`config.mk`:
```
export PLATFORM = sky130hd
export DESIGN_NAME = vpls_status_reg
export DESIGN_NICKNAME = d
export VERILOG_FILES = /design/src/core/vpls_spd_code.v /design/src/core/vpls_status_reg.v
export VERILOG_INCLUDE_DIRS = /design/src /design/src/shared
export SDC_FILE = /design/constraint.sdc
export NUM_CORES = 1
export LEC_CHECK = 0
export BUFFER_PORTS_ARGS = -buffer_cell sky130_fd_sc_hd__buf_2
export CAP_MARGIN = 20
export CORE_UTILIZATION = 37
export CTS_CLUSTER_DIAMETER = 120
export CTS_CLUSTER_SIZE = 24
export DETAILED_ROUTE_END_ITERATION = 16
export PLACE_DENSITY = 0.82
export SETUP_SLACK_MARGIN = 0.02
export SYNTH_ARGS = -nofsm -noshare
export SYNTH_HDL_FRONTEND = slang
export SYNTH_HIERARCHICAL = 1
export SYNTH_SLANG_ARGS = --single-unit
```
`constraint.sdc`:
```
create_clock -name i_clock -period 2.5 [get_ports i_clock]
set_clock_uncertainty 0.15 [all_clocks]
set_input_delay 0.5 -clock i_clock [delete_from_list [all_inputs] [get_ports i_clock]]
set_output_delay 0.5 -clock i_clock [all_outputs]
set_load 0.02 [all_outputs]
```
`src/shared/vpls_map.vh`:
```
// Field layout, codes, masks and access widths of the virtual PHY special control/status register
`ifndef VPLS_MAP_VH
`define VPLS_MAP_VH

`define VPLS_REG_W           32
`define VPLS_SER_W           16
`define VPLS_BIT_MODE2       15
`define VPLS_BIT_LOOPBACK    14
`define VPLS_BIT_MODE_HI     9
`define VPLS_BIT_MODE_LO     8
`define VPLS_BIT_COLL_TEST   7
`define VPLS_BIT_REFCLK_DIR  6
`define VPLS_BIT_REFCLK_DRV  5
`define VPLS_BIT_SPD_HI      4
`define VPLS_BIT_SPD_LO      2

`define VPLS_SPD_10_HALF     3'h1
`define VPLS_SPD_100_HALF    3'h2
`define VPLS_SPD_10_FULL     3'h5
`define VPLS_SPD_100_FULL    3'h6

`define VPLS_MODE_RMII_MAC   3'h2
`define VPLS_MODE_RMII_PHY   3'h3
`define VPLS_MODE_RESERVED   3'h0

`define VPLS_WR_MASK         32'h0000_40E0
`define VPLS_RD_MASK         32'h0000_C3FC
`define VPLS_CTRL_RESET      1'b0
`define VPLS_SPD_RESET       3'h0

`endif

```
`src/core/vpls_spd_code.v`:
```
// Encoder from speed and duplex selections to the three-bit speed/duplex code
`timescale 1ns/1ps
`include "vpls_map.vh"

module vpls_spd_code (
  input  wire       i_speed_100,
  input  wire       i_full_duplex,
  output reg  [2:0] o_code
);

  always @* begin
    case ({i_full_duplex, i_speed_100})
      2'h0:    o_code = `VPLS_SPD_10_HALF;
      2'h1:    o_code = `VPLS_SPD_100_HALF;
      2'h2:    o_code = `VPLS_SPD_10_FULL;
      default: o_code = `VPLS_SPD_100_FULL;
    endcase
  end

endmodule

```
`src/core/vpls_status_reg.v`:
```
// Virtual PHY special control/status register for switch port 0
// Notes on behaviour
// - Speed/duplex is a read-only code in bits 4:2; 1,2,5,6 valid.
// - Autoneg enabled: code from negotiation; else from speed-low and duplex bits.
// - Register is 32 bits, top 16 zero; serial access sees low 16 bits.
// - Mode, clock direction and drive strength defaults come from power-up straps.
// - Sticky bits reset only by i_rst, or by reset-control virtual PHY reset when soft reset set.
// - Port mode code: 010 RMII MAC, 011 RMII PHY, others reserved.
// - Clock direction bit zero makes reference clock input, one output.
`timescale 1ns/1ps
`include "vpls_map.vh"

module vpls_status_reg (
  input  wire        i_clock,
  input  wire        i_rst,
  input  wire        i_vphy_reset,
  input  wire        i_vphy_soft_reset_bit,
  input  wire [2:0]  i_port0_mode_strap,
  input  wire        i_port0_refclk_direction_strap,
  input  wire        i_port0_refclk_drive_strap,
  input  wire        i_vphy_autoneg_enable,
  input  wire        i_vphy_speed_select_low,
  input  wire        i_select_a,
  input  wire        i_an_speed_100,
  input  wire        i_an_full_duplex,
  input  wire        i_wr_en,
  input  wire [31:0] i_wr_data,
  input  wire        i_serial_access,
  output reg  [31:0] o_rd_data,
  output reg  [2:0]  o_port_mode,
  output reg         o_refclk_out_en,
  output reg         o_refclk_drive_high,
  output reg         o_loopback,
  output reg         o_coll_test
);

  // Writable and readable bit sets of the 32-bit image
  localparam [31:0] WR_MASK = `VPLS_WR_MASK;
  localparam [31:0] RD_MASK = `VPLS_RD_MASK;

  reg         loopback_r;
  reg         loopback_nxt;
  reg         coll_test_r;
  reg         coll_test_nxt;
  reg         refclk_dir_r;
  reg         refclk_dir_nxt;
  reg         refclk_drv_r;
  reg         refclk_drv_nxt;
  reg  [2:0]  mode_r;
  reg  [2:0]  mode_nxt;
  reg  [2:0]  spd_code_r;
  reg  [2:0]  spd_code_nxt;
  reg  [31:0] rd_image;
  wire        speed_100;
  wire        full_duplex;
  wire [2:0]  spd_code;
  wire        sticky_rst;
  wire        ctrl_rst;
  wire        wr_take;
  wire        mode_strap_ok;
  wire [2:0]  mode_strap_clean;
  wire [31:0] wr_bits;
  wire [31:0] rd_nxt;
  genvar      gi;

  // Only i_rst or a reset-control virtual PHY reset with soft reset set reloads sticky bits
  assign sticky_rst = i_vphy_reset & i_vphy_soft_reset_bit;
  assign ctrl_rst   = i_rst | i_vphy_reset;
  // A write in a reset cycle is dropped: reset always wins
  assign wr_take    = i_wr_en & ~ctrl_rst;

  // Reserved strap codes are stored as 000 so the mode never shows a half-valid code
  assign mode_strap_ok    = (i_port0_mode_strap == `VPLS_MODE_RMII_MAC) ||
                            (i_port0_mode_strap == `VPLS_MODE_RMII_PHY);
  assign mode_strap_clean = mode_strap_ok ? i_port0_mode_strap : `VPLS_MODE_RESERVED;

  assign speed_100   = i_vphy_autoneg_enable ? i_an_speed_100 : i_vphy_speed_select_low;
  assign full_duplex = i_vphy_autoneg_enable ? i_an_full_duplex : i_select_a;

  vpls_spd_code vpls_spd_code_inst (
    .i_speed_100   (speed_100),
    .i_full_duplex (full_duplex),
    .o_code        (spd_code)
  );

  // Per-bit masks: read-only and pad bits drop writes and read back only their own fields
  generate
    for (gi = 0; gi < `VPLS_REG_W; gi = gi + 1) begin : g_bit
      assign wr_bits[gi] = i_wr_data[gi] & WR_MASK[gi];
      assign rd_nxt[gi]  = rd_image[gi] & RD_MASK[gi];
    end
  endgenerate

  // Mode is fixed by the straps at reset; no write or virtual PHY reset moves it
  always @* begin
    mode_nxt = mode_r;
    if (i_rst) begin
      mode_nxt = mode_strap_clean;
    end
  end

  // Sticky bits: a plain virtual PHY reset leaves them, so the clock setup survives it
  always @* begin
    refclk_dir_nxt = refclk_dir_r;
    refclk_drv_nxt = refclk_drv_r;
    if (i_rst || sticky_rst) begin
      refclk_dir_nxt = i_port0_refclk_direction_strap;
      refclk_drv_nxt = i_port0_refclk_drive_strap;
    end else if (wr_take) begin
      refclk_dir_nxt = wr_bits[`VPLS_BIT_REFCLK_DIR];
      refclk_drv_nxt = wr_bits[`VPLS_BIT_REFCLK_DRV];
    end
  end

  always @* begin
    loopback_nxt  = loopback_r;
    coll_test_nxt = coll_test_r;
    if (ctrl_rst) begin
      loopback_nxt  = `VPLS_CTRL_RESET;
      coll_test_nxt = `VPLS_CTRL_RESET;
    end else if (wr_take) begin
      loopback_nxt  = wr_bits[`VPLS_BIT_LOOPBACK];
      coll_test_nxt = wr_bits[`VPLS_BIT_COLL_TEST];
    end
  end

  // The code is taken again every cycle, so it trails a link change by one edge, and o_rd_data trails it by two
  always @* begin
    spd_code_nxt = spd_code;
    if (ctrl_rst) begin
      spd_code_nxt = `VPLS_SPD_RESET;
    end
  end

  // Straps enter through clocked logic, so no port value reaches a register asynchronously
  always @(posedge i_clock) begin
    mode_r <= mode_nxt;
  end

  always @(posedge i_clock) begin
    refclk_dir_r <= refclk_dir_nxt;
  end

  always @(posedge i_clock) begin
    refclk_drv_r <= refclk_drv_nxt;
  end

  always @(posedge i_clock) begin
    loopback_r <= loopback_nxt;
  end

  always @(posedge i_clock) begin
    coll_test_r <= coll_test_nxt;
  end

  always @(posedge i_clock) begin
    spd_code_r <= spd_code_nxt;
  end

  always @* begin
    rd_image = 32'h0000_0000;
    rd_image[`VPLS_BIT_MODE2] = mode_r[2];
    rd_image[`VPLS_BIT_LOOPBACK] = loopback_r;
    rd_image[`VPLS_BIT_MODE_HI:`VPLS_BIT_MODE_LO] = mode_r[1:0];
    rd_image[`VPLS_BIT_COLL_TEST] = coll_test_r;
    rd_image[`VPLS_BIT_REFCLK_DIR] = refclk_dir_r;
    rd_image[`VPLS_BIT_REFCLK_DRV] = refclk_drv_r;
    rd_image[`VPLS_BIT_SPD_HI:`VPLS_BIT_SPD_LO] = spd_code_r;
    if (i_serial_access) begin
      rd_image[`VPLS_REG_W-1:`VPLS_SER_W] = 16'h0000;
    end
  end

  always @(posedge i_clock) begin
    if (i_rst) begin
      o_rd_data <= 32'h0000_0000;
    end else begin
      o_rd_data <= rd_nxt;
    end
  end

  always @(posedge i_clock) begin
    if (i_rst) begin
      o_port_mode <= 3'h0;
    end else begin
      o_port_mode <= mode_r;
    end
  end

  // One drives the reference clock pin out; zero leaves it an input
  always @(posedge i_clock) begin
    if (i_rst) begin
      o_refclk_out_en <= 1'b0;
    end else begin
      o_refclk_out_en <= refclk_dir_r;
    end
  end

  always @(posedge i_clock) begin
    if (i_rst) begin
      o_refclk_drive_high <= 1'b0;
    end else begin
      o_refclk_drive_high <= refclk_drv_r;
    end
  end

  always @(posedge i_clock) begin
    if (i_rst) begin
      o_loopback <= 1'b0;
    end else begin
      o_loopback <= loopback_r;
    end
  end

  always @(posedge i_clock) begin
    if (i_rst) begin
      o_coll_test <= 1'b0;
    end else begin
      o_coll_test <= coll_test_r;
    end
  end

endmodule

```
# Word-level counts from Yosys, hierarchy flattened
# Index checks and enable logic that the tools add are counted.
dict set report classes {
  n_reduce_logical 4
  bitwise 4
  eq_ne 4
  muxes 7
}
# op count
set ops {}
lappend ops {{case mux 3 bit (3 select lines)} 1}
lappend ops {{== test 3 x 2 -> 1 bit (second input constant)} 2}
lappend ops {{two-way mux 1 bit} 6}
lappend ops {{bitwise AND 1 bit} 2}
lappend ops {{== test 2 x 1 -> 1 bit (second input constant)} 1}
lappend ops {{== test 2 bit (second input constant)} 1}
lappend ops {{logical NOT 2 bit} 1}
lappend ops {{logical OR 1 bit} 2}
lappend ops {{nonzero test 2 bit} 1}
lappend ops {{inverter 1 bit} 1}
lappend ops {{bitwise OR 1 bit} 1}
dict set report word_totals {
  word_cells 32
  in_bits 48
  reg_bits 49
  output_inout_bits 39
}

# Longest topological paths before layout
# Gate-level depths: netlist (run 1).
dict set report depth {
  ltp_word 5
  ltp_mapped 3
}

# Cells and area by module
# Netlist (run 1), hierarchy kept.
# mod cells_each area_each_um2 instances seq_area_each_um2
set by_module_without_submodules {}
lappend by_module_without_submodules {vpls_status_reg 78 867.1 1 450.4}
lappend by_module_without_submodules {vpls_spd_code 3 11.3 1 0.0}

# Worst setup path after synthesis (run 1)
# OpenSTA, ideal clock, no wires.
dict set report synth_path {
  path_type {input-to-reg}
  from {input port i_vphy_soft_reset_bit}
  to {register refclk_dir_r (data pin)}
  t_required_ns 2.088
  path_slack_ns 1.116
  cell_stages 2
  arrival_ns 0.971
  cell_sequence {a21oi_2 -> mux2_1}
}
dict set report synth_between {
  elab_chain_len 3
}
# element line_no
set synth_rtl {}
lappend synth_rtl {{from (decl)} vpls_status_reg.v:17} ;# input wire i_vphy_soft_reset_bit,
lappend synth_rtl {{bitwise AND 1 bit} vpls_status_reg.v:67} ;# assign sticky_rst = i_vphy_reset & i_vphy_soft_reset_bit;
lappend synth_rtl {{logical OR 1 bit} vpls_status_reg.v:106} ;# if (i_rst || sticky_rst) begin
lappend synth_rtl {{two-way mux 1 bit} vpls_status_reg.v:106}
lappend synth_rtl {{net refclk_dir_nxt} vpls_status_reg.v:46} ;# reg refclk_dir_nxt;
lappend synth_rtl {{to (signal assigned)} vpls_status_reg.v:141} ;# refclk_dir_r <= refclk_dir_nxt;
lappend synth_rtl {{to (decl)} vpls_status_reg.v:45} ;# reg refclk_dir_r;
# The timed path passes the listed nets, and every way through them passes these cells.
# A chain may end at the register's enable or synchronous reset.

# Worst setup path in the final report (run 1)
dict set report layout_path {
  from {register o_port_mode[0]}
  to {output port o_port_mode[0]}
}
# element line_no
set layout_rtl {}
lappend layout_rtl {{from (decl)} vpls_status_reg.v:30} ;# output reg [2:0] o_port_mode,
lappend layout_rtl {{from (signal assigned)} vpls_status_reg.v:186} ;# o_port_mode <= mode_r;
# No word-level cell between the ends.

==> impl_results.md, run 1 <==
* Number of I/O pins at 87
* Number of register bits inferred by synthesis at 20
* Sequence of cells on the critical path: buf_2
* Number of nets still failing antenna checks after routing at 0
* Vias/cell at 3.80
* Most frequent standard cell in the layout excluding fill and tap cells: sky130_fd_sc_hd__buf_2
* Reg-to-reg critical path startpoint: refclk_drv_r
* Top delay family on crit path: flip-flops
* IR drop worst, VDD at 402 uV
* Number of optimization iterations in the first detailed-route pass at 2
* Number of placed instances with taps included at 134
* Root Buffer Master: sky130_fd_sc_hd__clkbuf_4
* Total of endpoints with negative setup slack in the final report at 0
* Initial Utilization at 39.3%
* DRC marker count from the first detailed-route iteration at 1
* Maximum root-to-sink buffer count at 2
* Global-route wire length before repair at 1.84 mm
* Worst path bufs/invs at 1
* Final total negative setup slack at 0 ps
* All-Layer GR Usage at 10.0%
* Post-synthesis instance total at 81
* Post-CTS Hold Buffers at 0
* Grt ovf at 0
* Power Density at 721 nW/um^2
* Final Wtd Congestion at 0.637
* Drc violations at 0
* Highest layer used for signal routing: met3
* Startpoint class of the critical path: flop
* Run status: finished clean
* Netlist Area Pre-Place at 878 sq um
* Synth warn at 6
* Clock buffers created by TritonCTS at 3
* Clock Sinks at 20
* Placeable core region at 2230 sq um
* Worst stage delay on the critical path at 340 ps
* Footprint of the flip-flops and latches at 450 sq um
* Worst setup path category: flop to output port
* Final HPWL from detailed placement at 908 um
* Via count of the first global-routing pass at 465
* Signal arrival time at the worst endpoint at 790 ps
* Achievable clock frequency at 693 MHz
* Latest clock arrival within the worst-skew pair at 290 ps
* Fin crit period at 1440 ps
* Launching instance or port of the critical path: o_port_mode[0]
* Setup crit end kind: output port
* Maximum fanout encountered on the critical timing path at 2
* Fraction of the cycle the final worst path needs at 57.8%
* M1 WL at 380 um
* Antenna diodes at 0
* Commonest cells after routing, fill and taps aside: sky130_fd_sc_hd__buf_2, sky130_fd_sc_hd__conb_1, sky130_fd_sc_hd__dfxtp_1
* Number of buffer cells added on primary ports at 35
* Quantity of gates resized following cts at 0
* Number of nets in the finished design at 159
* Routed met2 length at 657 um
* Syn_area_per_cell at 10.8 sq um
* Signed area change from the synthesized netlist to the final layout at 13.1%
* TritonCTS clock tree: built
* Clock transition time at the flip-flop clock pins of the worst setup and hold paths at 110 ps
* Full die area at 2570 sq um
* FILL cells at 225
* Detailed-route via count at 524
* Wire per inst at 8.25 um
* Max Transition Viols Final at 0
* # H-tree levels at 1
* Post CTS Setup Buffer Count at 0
* Share of cells above drive strength 1 at 38.2%
* Floorplan die width at 50.7 um
* Unrepaired setup endpoints after global routing: false
* Worst hold path startpoint: i_vphy_reset
* Maximum number of pins on one net before global-route repair at 18
* Multi-input gate area at 273 sq um
* Number of antenna violations at the first check in global routing at 0
* Count of standard-cell rows at 17
* Vertical extent of the die at 50.7 um
* Wirelength, routed at 1.14 mm
* Master of the slowest instance on the critical path: sky130_fd_sc_hd__dfxtp_1
* Hold Violations, Final at 0
* Non-filler cells, final at 138
* Library cells used by synthesis at 16
* Min-delay worst type: input pin to flop
* Register area share after synthesis at 51.3%
* Worst Path Required at 1850 ps
* Amount of wire on met3 after detailed routing at 101 um
* Static Leakage at 0.000511 uW
* Maximum capacitance violations at 0
[Yosys cell counts, drive strengths merged]
| cell | n | share of area (%) |
|---|---|---|
| edfxtp | 5 | 17 |
| dfxtp | 15 | 34 |
| clkbuf | 2 | 0.86 |
| buf | 30 | 25 |
| and2 | 4 | 2.8 |
| a21oi | 1 | 1.0 |
| o21ai | 1 | 0.57 |
| nor2 | 1 | 0.43 |
| conb | 1 | 0.43 |
| nor2b | 11 | 7.8 |
| mux2 | 4 | 5.1 |
| mux2i | 2 | 2.3 |
| inv | 2 | 0.86 |
| nor3 | 2 | 1.1 |
[registers in the layout (all words and copies together), names as in the netlist]
register      flops
loopback_r        1
spd_code_r        3
o_port_mode       3
refclk_dir_r      1
refclk_drv_r      1
coll_test_r       1
mode_r            3
o_rd_data         7
[cell families (layout without fill, tap and decap cells)]
| family | after synthesis | in the layout | synth area share [%] |
|---|---|---|---|
| buffers and inverters | 34 | 41 | 27.1 |
| other | 1 | 23 | 0.427 |
| AO/OA/AOI/OAI | 2 | 2 | 1.57 |
| multiplexers | 6 | 6 | 7.41 |
| AND/OR/NAND/NOR | 18 | 18 | 12.3 |
| flip-flops | 20 | 20 | 51.3 |
[metal layers]
metal	GRT usage, %	vias up
li1	-	258
met1	8.41	236
met2	19.1	30
met3	3.94	0
met4	6.48	0
met5	0	-
[cell type report]
class                   count  area share, %
clock buffers               3           2.27
clock inverters             1           3.02
inverters                   2          0.756
multi-input cells          49           27.5
flip-flops and latches     20           45.3
well taps                  28           3.53
repair buffers             35           17.6
[stage by stage]
| step | hold WS (ps) | power, uW | setup WS, ps | util, % | instance area [sq um] |
|---|---|---|---|---|---|
| after global routing | 287 | 755 | 984 | 44.5 | 993 |
| after detailed placement | 277 | 467 | 827 | 42.1 | 941 |
| after CTS | 278 | 727 | 1030 | 44.5 | 993 |
| after floorplan | 264 | 470 | 1120 | - | 961 |
| after global placement | 278 | 464 | 865 | 42.1 | 941 |
| final | 290 | 716 | 1060 | 44.5 | 993 |
[worst paths after layout]
kind	slack, ps	cells past startpoint	to
max reg2reg	1740	1	o_rd_data[5]
max	1060	1	o_port_mode[0]
min reg2reg	300	1	o_rd_data[2]
min	290	2	coll_test_r
[report_power, final]
part           total [uW]  switching, uW  internal [uW]  leakage (uW)
logic                 102           69.3           32.9      0.000311
clock network         257           95.1            162     0.0000279
registers             357           5.13            352      0.000173
total                 716            170            547      0.000511
Note: power is estimated with default switching activity, not from simulation.
==> run 2: changes to the inputs <==
- CORE_UTILIZATION: 37 -> 35
- PLACE_DENSITY: 0.82 -> 0.79
- clock period: 2.5 -> 1.4 ns (I/O delays scaled with it)
==> run 2 against run 1 <==
  * Setup slack got worse by 880 ps
  * Core utilization fell by 1.6 points
  * First-iteration DRC count fell by 100%
  * Clock-buffer cell count rose by 1
  * Critical endpoint is now o_rd_data[6]
  * Largest cell class unchanged
  * Largest power group unchanged
  * Highest routed layer unchanged
==> impl_results.md, run 2 (same netlist as run 1, synthesis figures left out) <==
* Fraction of the cycle the final worst path needs at 87.3%
* Number of nets in the finished design at 160 (+0.63%)
* Antenna diodes at 0 (unchanged)
* TritonCTS clock tree: built
* Drc violations at 0 (unchanged)
* IR drop worst, VDD at 476 uV (+18%)
* Worst stage delay on the critical path at 340 ps (about the same)
* Detailed-route via count at 528 (+0.76%)
* Final Wtd Congestion at 0.711 (+12%)
* Full die area at 2710 sq um (+5.5%)
* Met3 track utilization from global routing at 2.63% (-1.3 points)
* Power Density at 1160 nW/um^2 (+61%)
* Floorplan die width at 52.1 um (+2.7%)
* Post-place setup slack at 51.7 ps (-775 ps)
* Number of antenna violations at the first check in global routing at 0 (unchanged)
* Max FFs per register at 7 (unchanged)
* Final HPWL from detailed placement at 933 um (+2.7%)
* Number of nets still failing antenna checks after routing at 0 (unchanged)
* Number of buffer cells added on primary ports at 35 (unchanged)
* Fin crit period at 1220 ps
* Run status: finished clean
* GRT met1 Usage at 8.20% (-0.21 points)
* Total of endpoints with negative setup slack in the final report at 0 (unchanged)
* Layout Utilization at 42.9% (-1.6 points)
* Post-CTS Hold Buffers at 0 (unchanged)
* Maximum fanout encountered on the critical timing path at 2 (unchanged)
* Post CTS Setup Buffer Count at 0 (unchanged)
* Worst setup path category: flop to output port
* Global-route wire length before repair at 1.88 mm (+2.2%)
* DRC marker count from the first detailed-route iteration at 0 (-1)
* # H-tree levels at 1 (unchanged)
* Count of standard-cell rows at 17 (unchanged)
* Sequence of cells on the critical path: buf_2
* Master of the slowest instance on the critical path: sky130_fd_sc_hd__dfxtp_1
* Worst Path Required at 970 ps (-880 ps)
* Top delay family on crit path: flip-flops
* Grt peak-use layer: met2
* Initial Utilization at 38.2% (-1.1 points)
* Signed area change from the synthesized netlist to the final layout at 12.1%
* Quantity of gates resized following cts at 0 (unchanged)
* Hold Violations, Final at 0 (unchanged)
* Number of optimization iterations in the first detailed-route pass at 1 (-1)
* Setup crit end kind: output port
* Number of I/O pins at 87 (unchanged)
* Startpoint class of the critical path: flop
* Signal arrival time at the worst endpoint at 790 ps (about the same)
* Worst path bufs/invs at 1 (unchanged)
* Grt ovf at 0 (unchanged)
* Clock transition time at the flip-flop clock pins of the worst setup and hold paths at 100 ps (about the same)
* Maximum number of pins on one net before global-route repair at 17 (-1)
* Static Leakage at 0.000509 uW (-0.42%)
* Root Buffer Master: sky130_fd_sc_hd__clkbuf_4
* All-Layer GR Usage at 9.72% (-0.32 points)
* Wirelength, routed at 1.18 mm (+3.2%)
* FILL cells at 230 (+2.2%)
* Min-delay worst type: input pin to flop
* Clock Sinks at 20 (unchanged)
* Wire per inst at 8.45 um (+2.4%)
* Placeable core region at 2300 sq um (+2.9%)
* Vias/cell at 3.80 (about the same)
* Achievable clock frequency at 818 MHz
* Vertical extent of the die at 52.1 um (+2.7%)
* Via count of the first global-routing pass at 471 (+1.3%)
* Clock buffers created by TritonCTS at 3 (unchanged)
* Unrepaired setup endpoints after global routing: false
* Commonest cells after routing, fill and taps aside: sky130_fd_sc_hd__buf_2, sky130_fd_sc_hd__conb_1, sky130_fd_sc_hd__dfxtp_1
* Share of cells above drive strength 1 at 38.7% (+0.56 points)
* PnR worst setup slack at 177 ps (-879 ps)
* Maximum capacitance violations at 0 (unchanged)
* Register ranked first by flip-flop count: o_rd_data
* Fraction of met2 tracks used by global routing at 19.7% (+0.55 points)
* Max Transition Viols Final at 0 (unchanged)
* Maximum root-to-sink buffer count at 2 (unchanged)
* Most frequent standard cell in the layout excluding fill and tap cells: sky130_fd_sc_hd__buf_2
* Final total negative setup slack at 0 ps (unchanged)
* Latest clock arrival within the worst-skew pair at 290 ps (about the same)
==> run 2: cell count changes in the layout (fill, tap and decap cells not counted) <==
cell / change
sky130_fd_sc_hd__clkbuf_8: +1
sky130_fd_sc_hd__bufinv_16: -1
sky130_fd_sc_hd__buf_4: +1
==> run 2: final cells by class <==
cell class | instances | area, sq um | area share, %
Timing Repair Buffer | 36 | 183 | 18.6
Inverter | 2 | 7.51 | 0.762
Sequential cell | 20 | 450 | 45.7
Clock buffer | 4 | 36.3 | 3.68
Multi-Input combinational cell | 49 | 273 | 27.7
Tap cell | 28 | 35.0 | 3.56
==> run 2: power by group <==
| group | internal, uW | switching [uW] |
|---|---|---|
| Sequential | 628 | 9.14 |
| Clock | 158 | 163 |
| Combinational | 60.7 | 126 |
==> run 2: final timing paths <==
kind,start,to,slack (ps),cells after the start
setup / recovery,o_rd_data[6],o_rd_data[6],180,1
hold reg to reg,spd_code_r[0],o_rd_data[2],300,1
setup reg to reg,refclk_dir_r,o_rd_data[6],630,1
hold / removal,i_vphy_reset,loopback_r,70,2
==> run 2: per-stage QoR <==
stage	area [sq um]	total power [uW]	std cells	hold WS [ps]
floorplan	961	839	103	202
global placement	948	832	135	277
detailed placement	948	837	135	283
CTS	985	1160	139	58.7
global route	985	1210	139	53.2
finish	985	1150	139	65.7
==> run 2: metal layers <==
metal  share of wire, %  vias to the layer above
li1                   -                      263
met1                 35                      235
met2                 57                       30
met3                8.7                        0
met4                  0                        0
met5                  0                        -
==> run 3: changes to the inputs <==
- CORE_UTILIZATION: 35 -> 31
- PLACE_DENSITY: 0.79 -> 0.74
- clock period: 1.4 -> 1 ns (I/O delays scaled with it)
==> run 3 against run 2 <==
  * Critical path depth stayed put
  * The run now ends with setup timing left
  * Largest power group unchanged
  * Clock-buffer cell count is 1 lower
  * Sequential cell count stayed put
  * Clock power is 100% higher
==> impl_results.md, run 3 (same netlist as run 1, synthesis figures left out) <==
* Run status: finished, violations left
* Violations in the final reports: setup timing
* Maximum root-to-sink buffer count at 2 (unchanged)
* Overall Power at 1860 uW (+63%)
* Vias/cell at 3.79 (-0.22%)
* Root Buffer Master: sky130_fd_sc_hd__clkbuf_4
* Maximum capacitance violations at 0 (unchanged)
* Number of antenna violations at the first check in global routing at 0 (unchanged)
* Count of cells along the worst register-to-register path at 1 (unchanged)
* Fraction of the cycle the final worst path needs at 112%
* Via count of the first global-routing pass at 476 (+1.1%)
* Worst setup slack for register-to-register paths at 230 ps (-400 ps)
* Wirelength, routed at 1.25 mm (+6.0%)
* Min-delay worst type: input pin to flop
* Commonest cells after routing, fill and taps aside: sky130_fd_sc_hd__conb_1, sky130_fd_sc_hd__buf_2, sky130_fd_sc_hd__buf_6
* Master of the slowest instance on the critical path: sky130_fd_sc_hd__dfxtp_2
* Signed area change from the synthesized netlist to the final layout at 29.5%
* Most frequent standard cell in the layout excluding fill and tap cells: sky130_fd_sc_hd__conb_1
* Number of nets still failing antenna checks after routing at 0 (unchanged)
* M1 WL at 409 um (+0.74%)
* Number of buffer cells added on primary ports at 35 (unchanged)
* Post-CTS Hold Buffers at 0 (unchanged)
* Floorplan die width at 55.2 um (+6.0%)
* Grt ovf at 0 (unchanged)
* Number of nets in the finished design at 162 (+1.3%)
* Fin crit period at 1120 ps
* Placement-stage cell area at 973 sq um (+2.6%)
* Setup crit end kind: output port
* Stages on worst setup path at 1 (unchanged)
* Antenna diodes at 0 (unchanged)
* Final Wtd Congestion at 0.716 (+0.70%)
* TritonCTS clock tree: built
* Clock buffers created by TritonCTS at 3 (unchanged)
* End of the worst hold path: mode_r[1]
* Routed met2 length at 731 um (+9.6%)
* Maximum fanout encountered on the critical timing path at 2 (unchanged)
* Full die area at 3050 sq um (+12%)
* Worst hold path startpoint: i_port0_mode_strap[2]
* Top delay family on crit path: flip-flops
* Maximum number of pins on one net before global-route repair at 17 (unchanged)
* Drc violations at 0 (unchanged)
* Reg2Reg Capture Point: o_rd_data[6]
* Worst stage delay on the critical path at 330 ps (about the same)
* Clock transition time at the flip-flop clock pins of the worst setup and hold paths at 110 ps (about the same)
* Startpoint class of the critical path: flop
* Achievable clock frequency at 893 MHz
* Number of optimization iterations in the first detailed-route pass at 3 (+2)
* Vertical extent of the die at 55.2 um (+6.0%)
* Worst Path Required at 650 ps (-320 ps)
* DRC marker count from the first detailed-route iteration at 2 (+2)
* Share of cells above drive strength 1 at 48.7% (+9.9 points)
* Highest layer used for signal routing: met4
* Post-route design area at 1140 sq um (+16%)
* # H-tree levels at 1 (unchanged)
* Register ranked first by flip-flop count: o_rd_data
* Number of placed instances with taps included at 139 (+3.0%)
* Hold Violations, Final at 0 (unchanged)
* Reg-to-reg critical path startpoint: refclk_dir_r
* Clock Sinks at 20 (unchanged)
* Max Transition Viols Final at 0 (unchanged)
* Unrepaired setup endpoints after global routing: true
* PnR worst setup slack at -120 ps (-298 ps)
* Sequence of cells on the critical path: buf_4
* Final HPWL from detailed placement at 994 um (+6.6%)
* Detailed-route via count at 542 (+2.7%)
* Worst path bufs/invs at 1 (unchanged)
* Number of I/O pins at 87 (unchanged)
* Latest clock arrival within the worst-skew pair at 290 ps (about the same)
* Non-filler cells, final at 143 (+2.9%)
* Placeable core region at 2570 sq um (+12%)
* Global-route wire length before repair at 1.89 mm (+0.75%)
* Cell count of the worst hold path at 2 (unchanged)
* Amount of wire on met3 after detailed routing at 94 um (-7.8%)
* Final hold slack at 25.2 ps (-40.5 ps)
* IR drop worst, VDD at 988 uV (+110%)
* Wire per inst at 8.71 um (+3.0%)
* All-Layer GR Usage at 8.19% (-1.5 points)
* FILL cells at 241 (+4.8%)
* Signal arrival time at the worst endpoint at 770 ps (-20 ps)
* Total of endpoints with negative setup slack in the final report at 17 (+17)
* Power Density at 1640 nW/um^2 (+41%)
* Max FFs per register at 7 (unchanged)
* Post CTS Setup Buffer Count at 0 (unchanged)
* Static Leakage at 0.000547 uW (+7.5%)
* Count of standard-cell rows at 18 (+1)
* Initial Utilization at 34.2% (-4.0 points)
* Worst setup path category: flop to output port
## run 3: changes by cell type in the layout (fill, tap and decap cells not counted)
cell	delta
sky130_fd_sc_hd__dfxtp_1	-10
sky130_fd_sc_hd__buf_4	+4
sky130_fd_sc_hd__bufinv_16	+1
sky130_fd_sc_hd__a21oi_2	-1
sky130_fd_sc_hd__buf_2	-17
sky130_fd_sc_hd__buf_6	+15
sky130_fd_sc_hd__clkbuf_8	-1
sky130_fd_sc_hd__dfxtp_2	+10
sky130_fd_sc_hd__a21oi_4	+1
## run 3: where the power goes
group	internal, uW	total (uW)	switching, uW	leakage (uW)
Combinational	131	311	180	0.000343
Clock	405	647	242	0.0000279
Sequential	884	904	20.4	0.000176
## run 3: area by class of cell
cell class | count | area, sq um | share of cell area, %
flip-flops and latches | 20 | 463 | 40.7
repair buffers | 38 | 297 | 26.1
multi-input cells | 49 | 280 | 24.6
well taps | 30 | 37.5 | 3.30
clock inverters | 1 | 30.0 | 2.64
clock buffers | 3 | 22.5 | 1.98
inverters | 2 | 7.51 | 0.660
## run 3: worst max-delay path by stage
stage,endpoint,from
6_report,o_port_mode[1],o_port_mode[1]
5_1_grt,o_rd_data[15],o_port_mode[2]
4_1_cts,o_rd_data[15],o_port_mode[2]
3_5_place_dp,refclk_drv_r,i_vphy_soft_reset_bit
3_3_place_gp,refclk_drv_r,i_vphy_soft_reset_bit
2_1_floorplan,refclk_dir_r,i_vphy_soft_reset_bit
## run 3: what timing repair did
action | in CTS | in global routing
endpoints found under the hold margin | 0 | 0
resized for setup | 40 | 2
setup endpoints to repair | 17 | 17
## run 3: per-layer routing
metal | vias to the layer above | global-route usage (%)
met1 | 239 | 7.31
met4 | 0 | 5.36
li1 | 269 | -
met5 | - | 0
met2 | 32 | 15.1
met3 | 2 | 3.04
## run 3: per-stage QoR
step	util, %	TNS [ps]	worst slack, ps
floorplan	-	-133	-66.7
global placement	37.9	-609	-208
detailed placement	37.9	-924	-243
CTS	44.0	-2150	-134
global route	44.3	-2650	-168
finish	44.3	-1930	-120
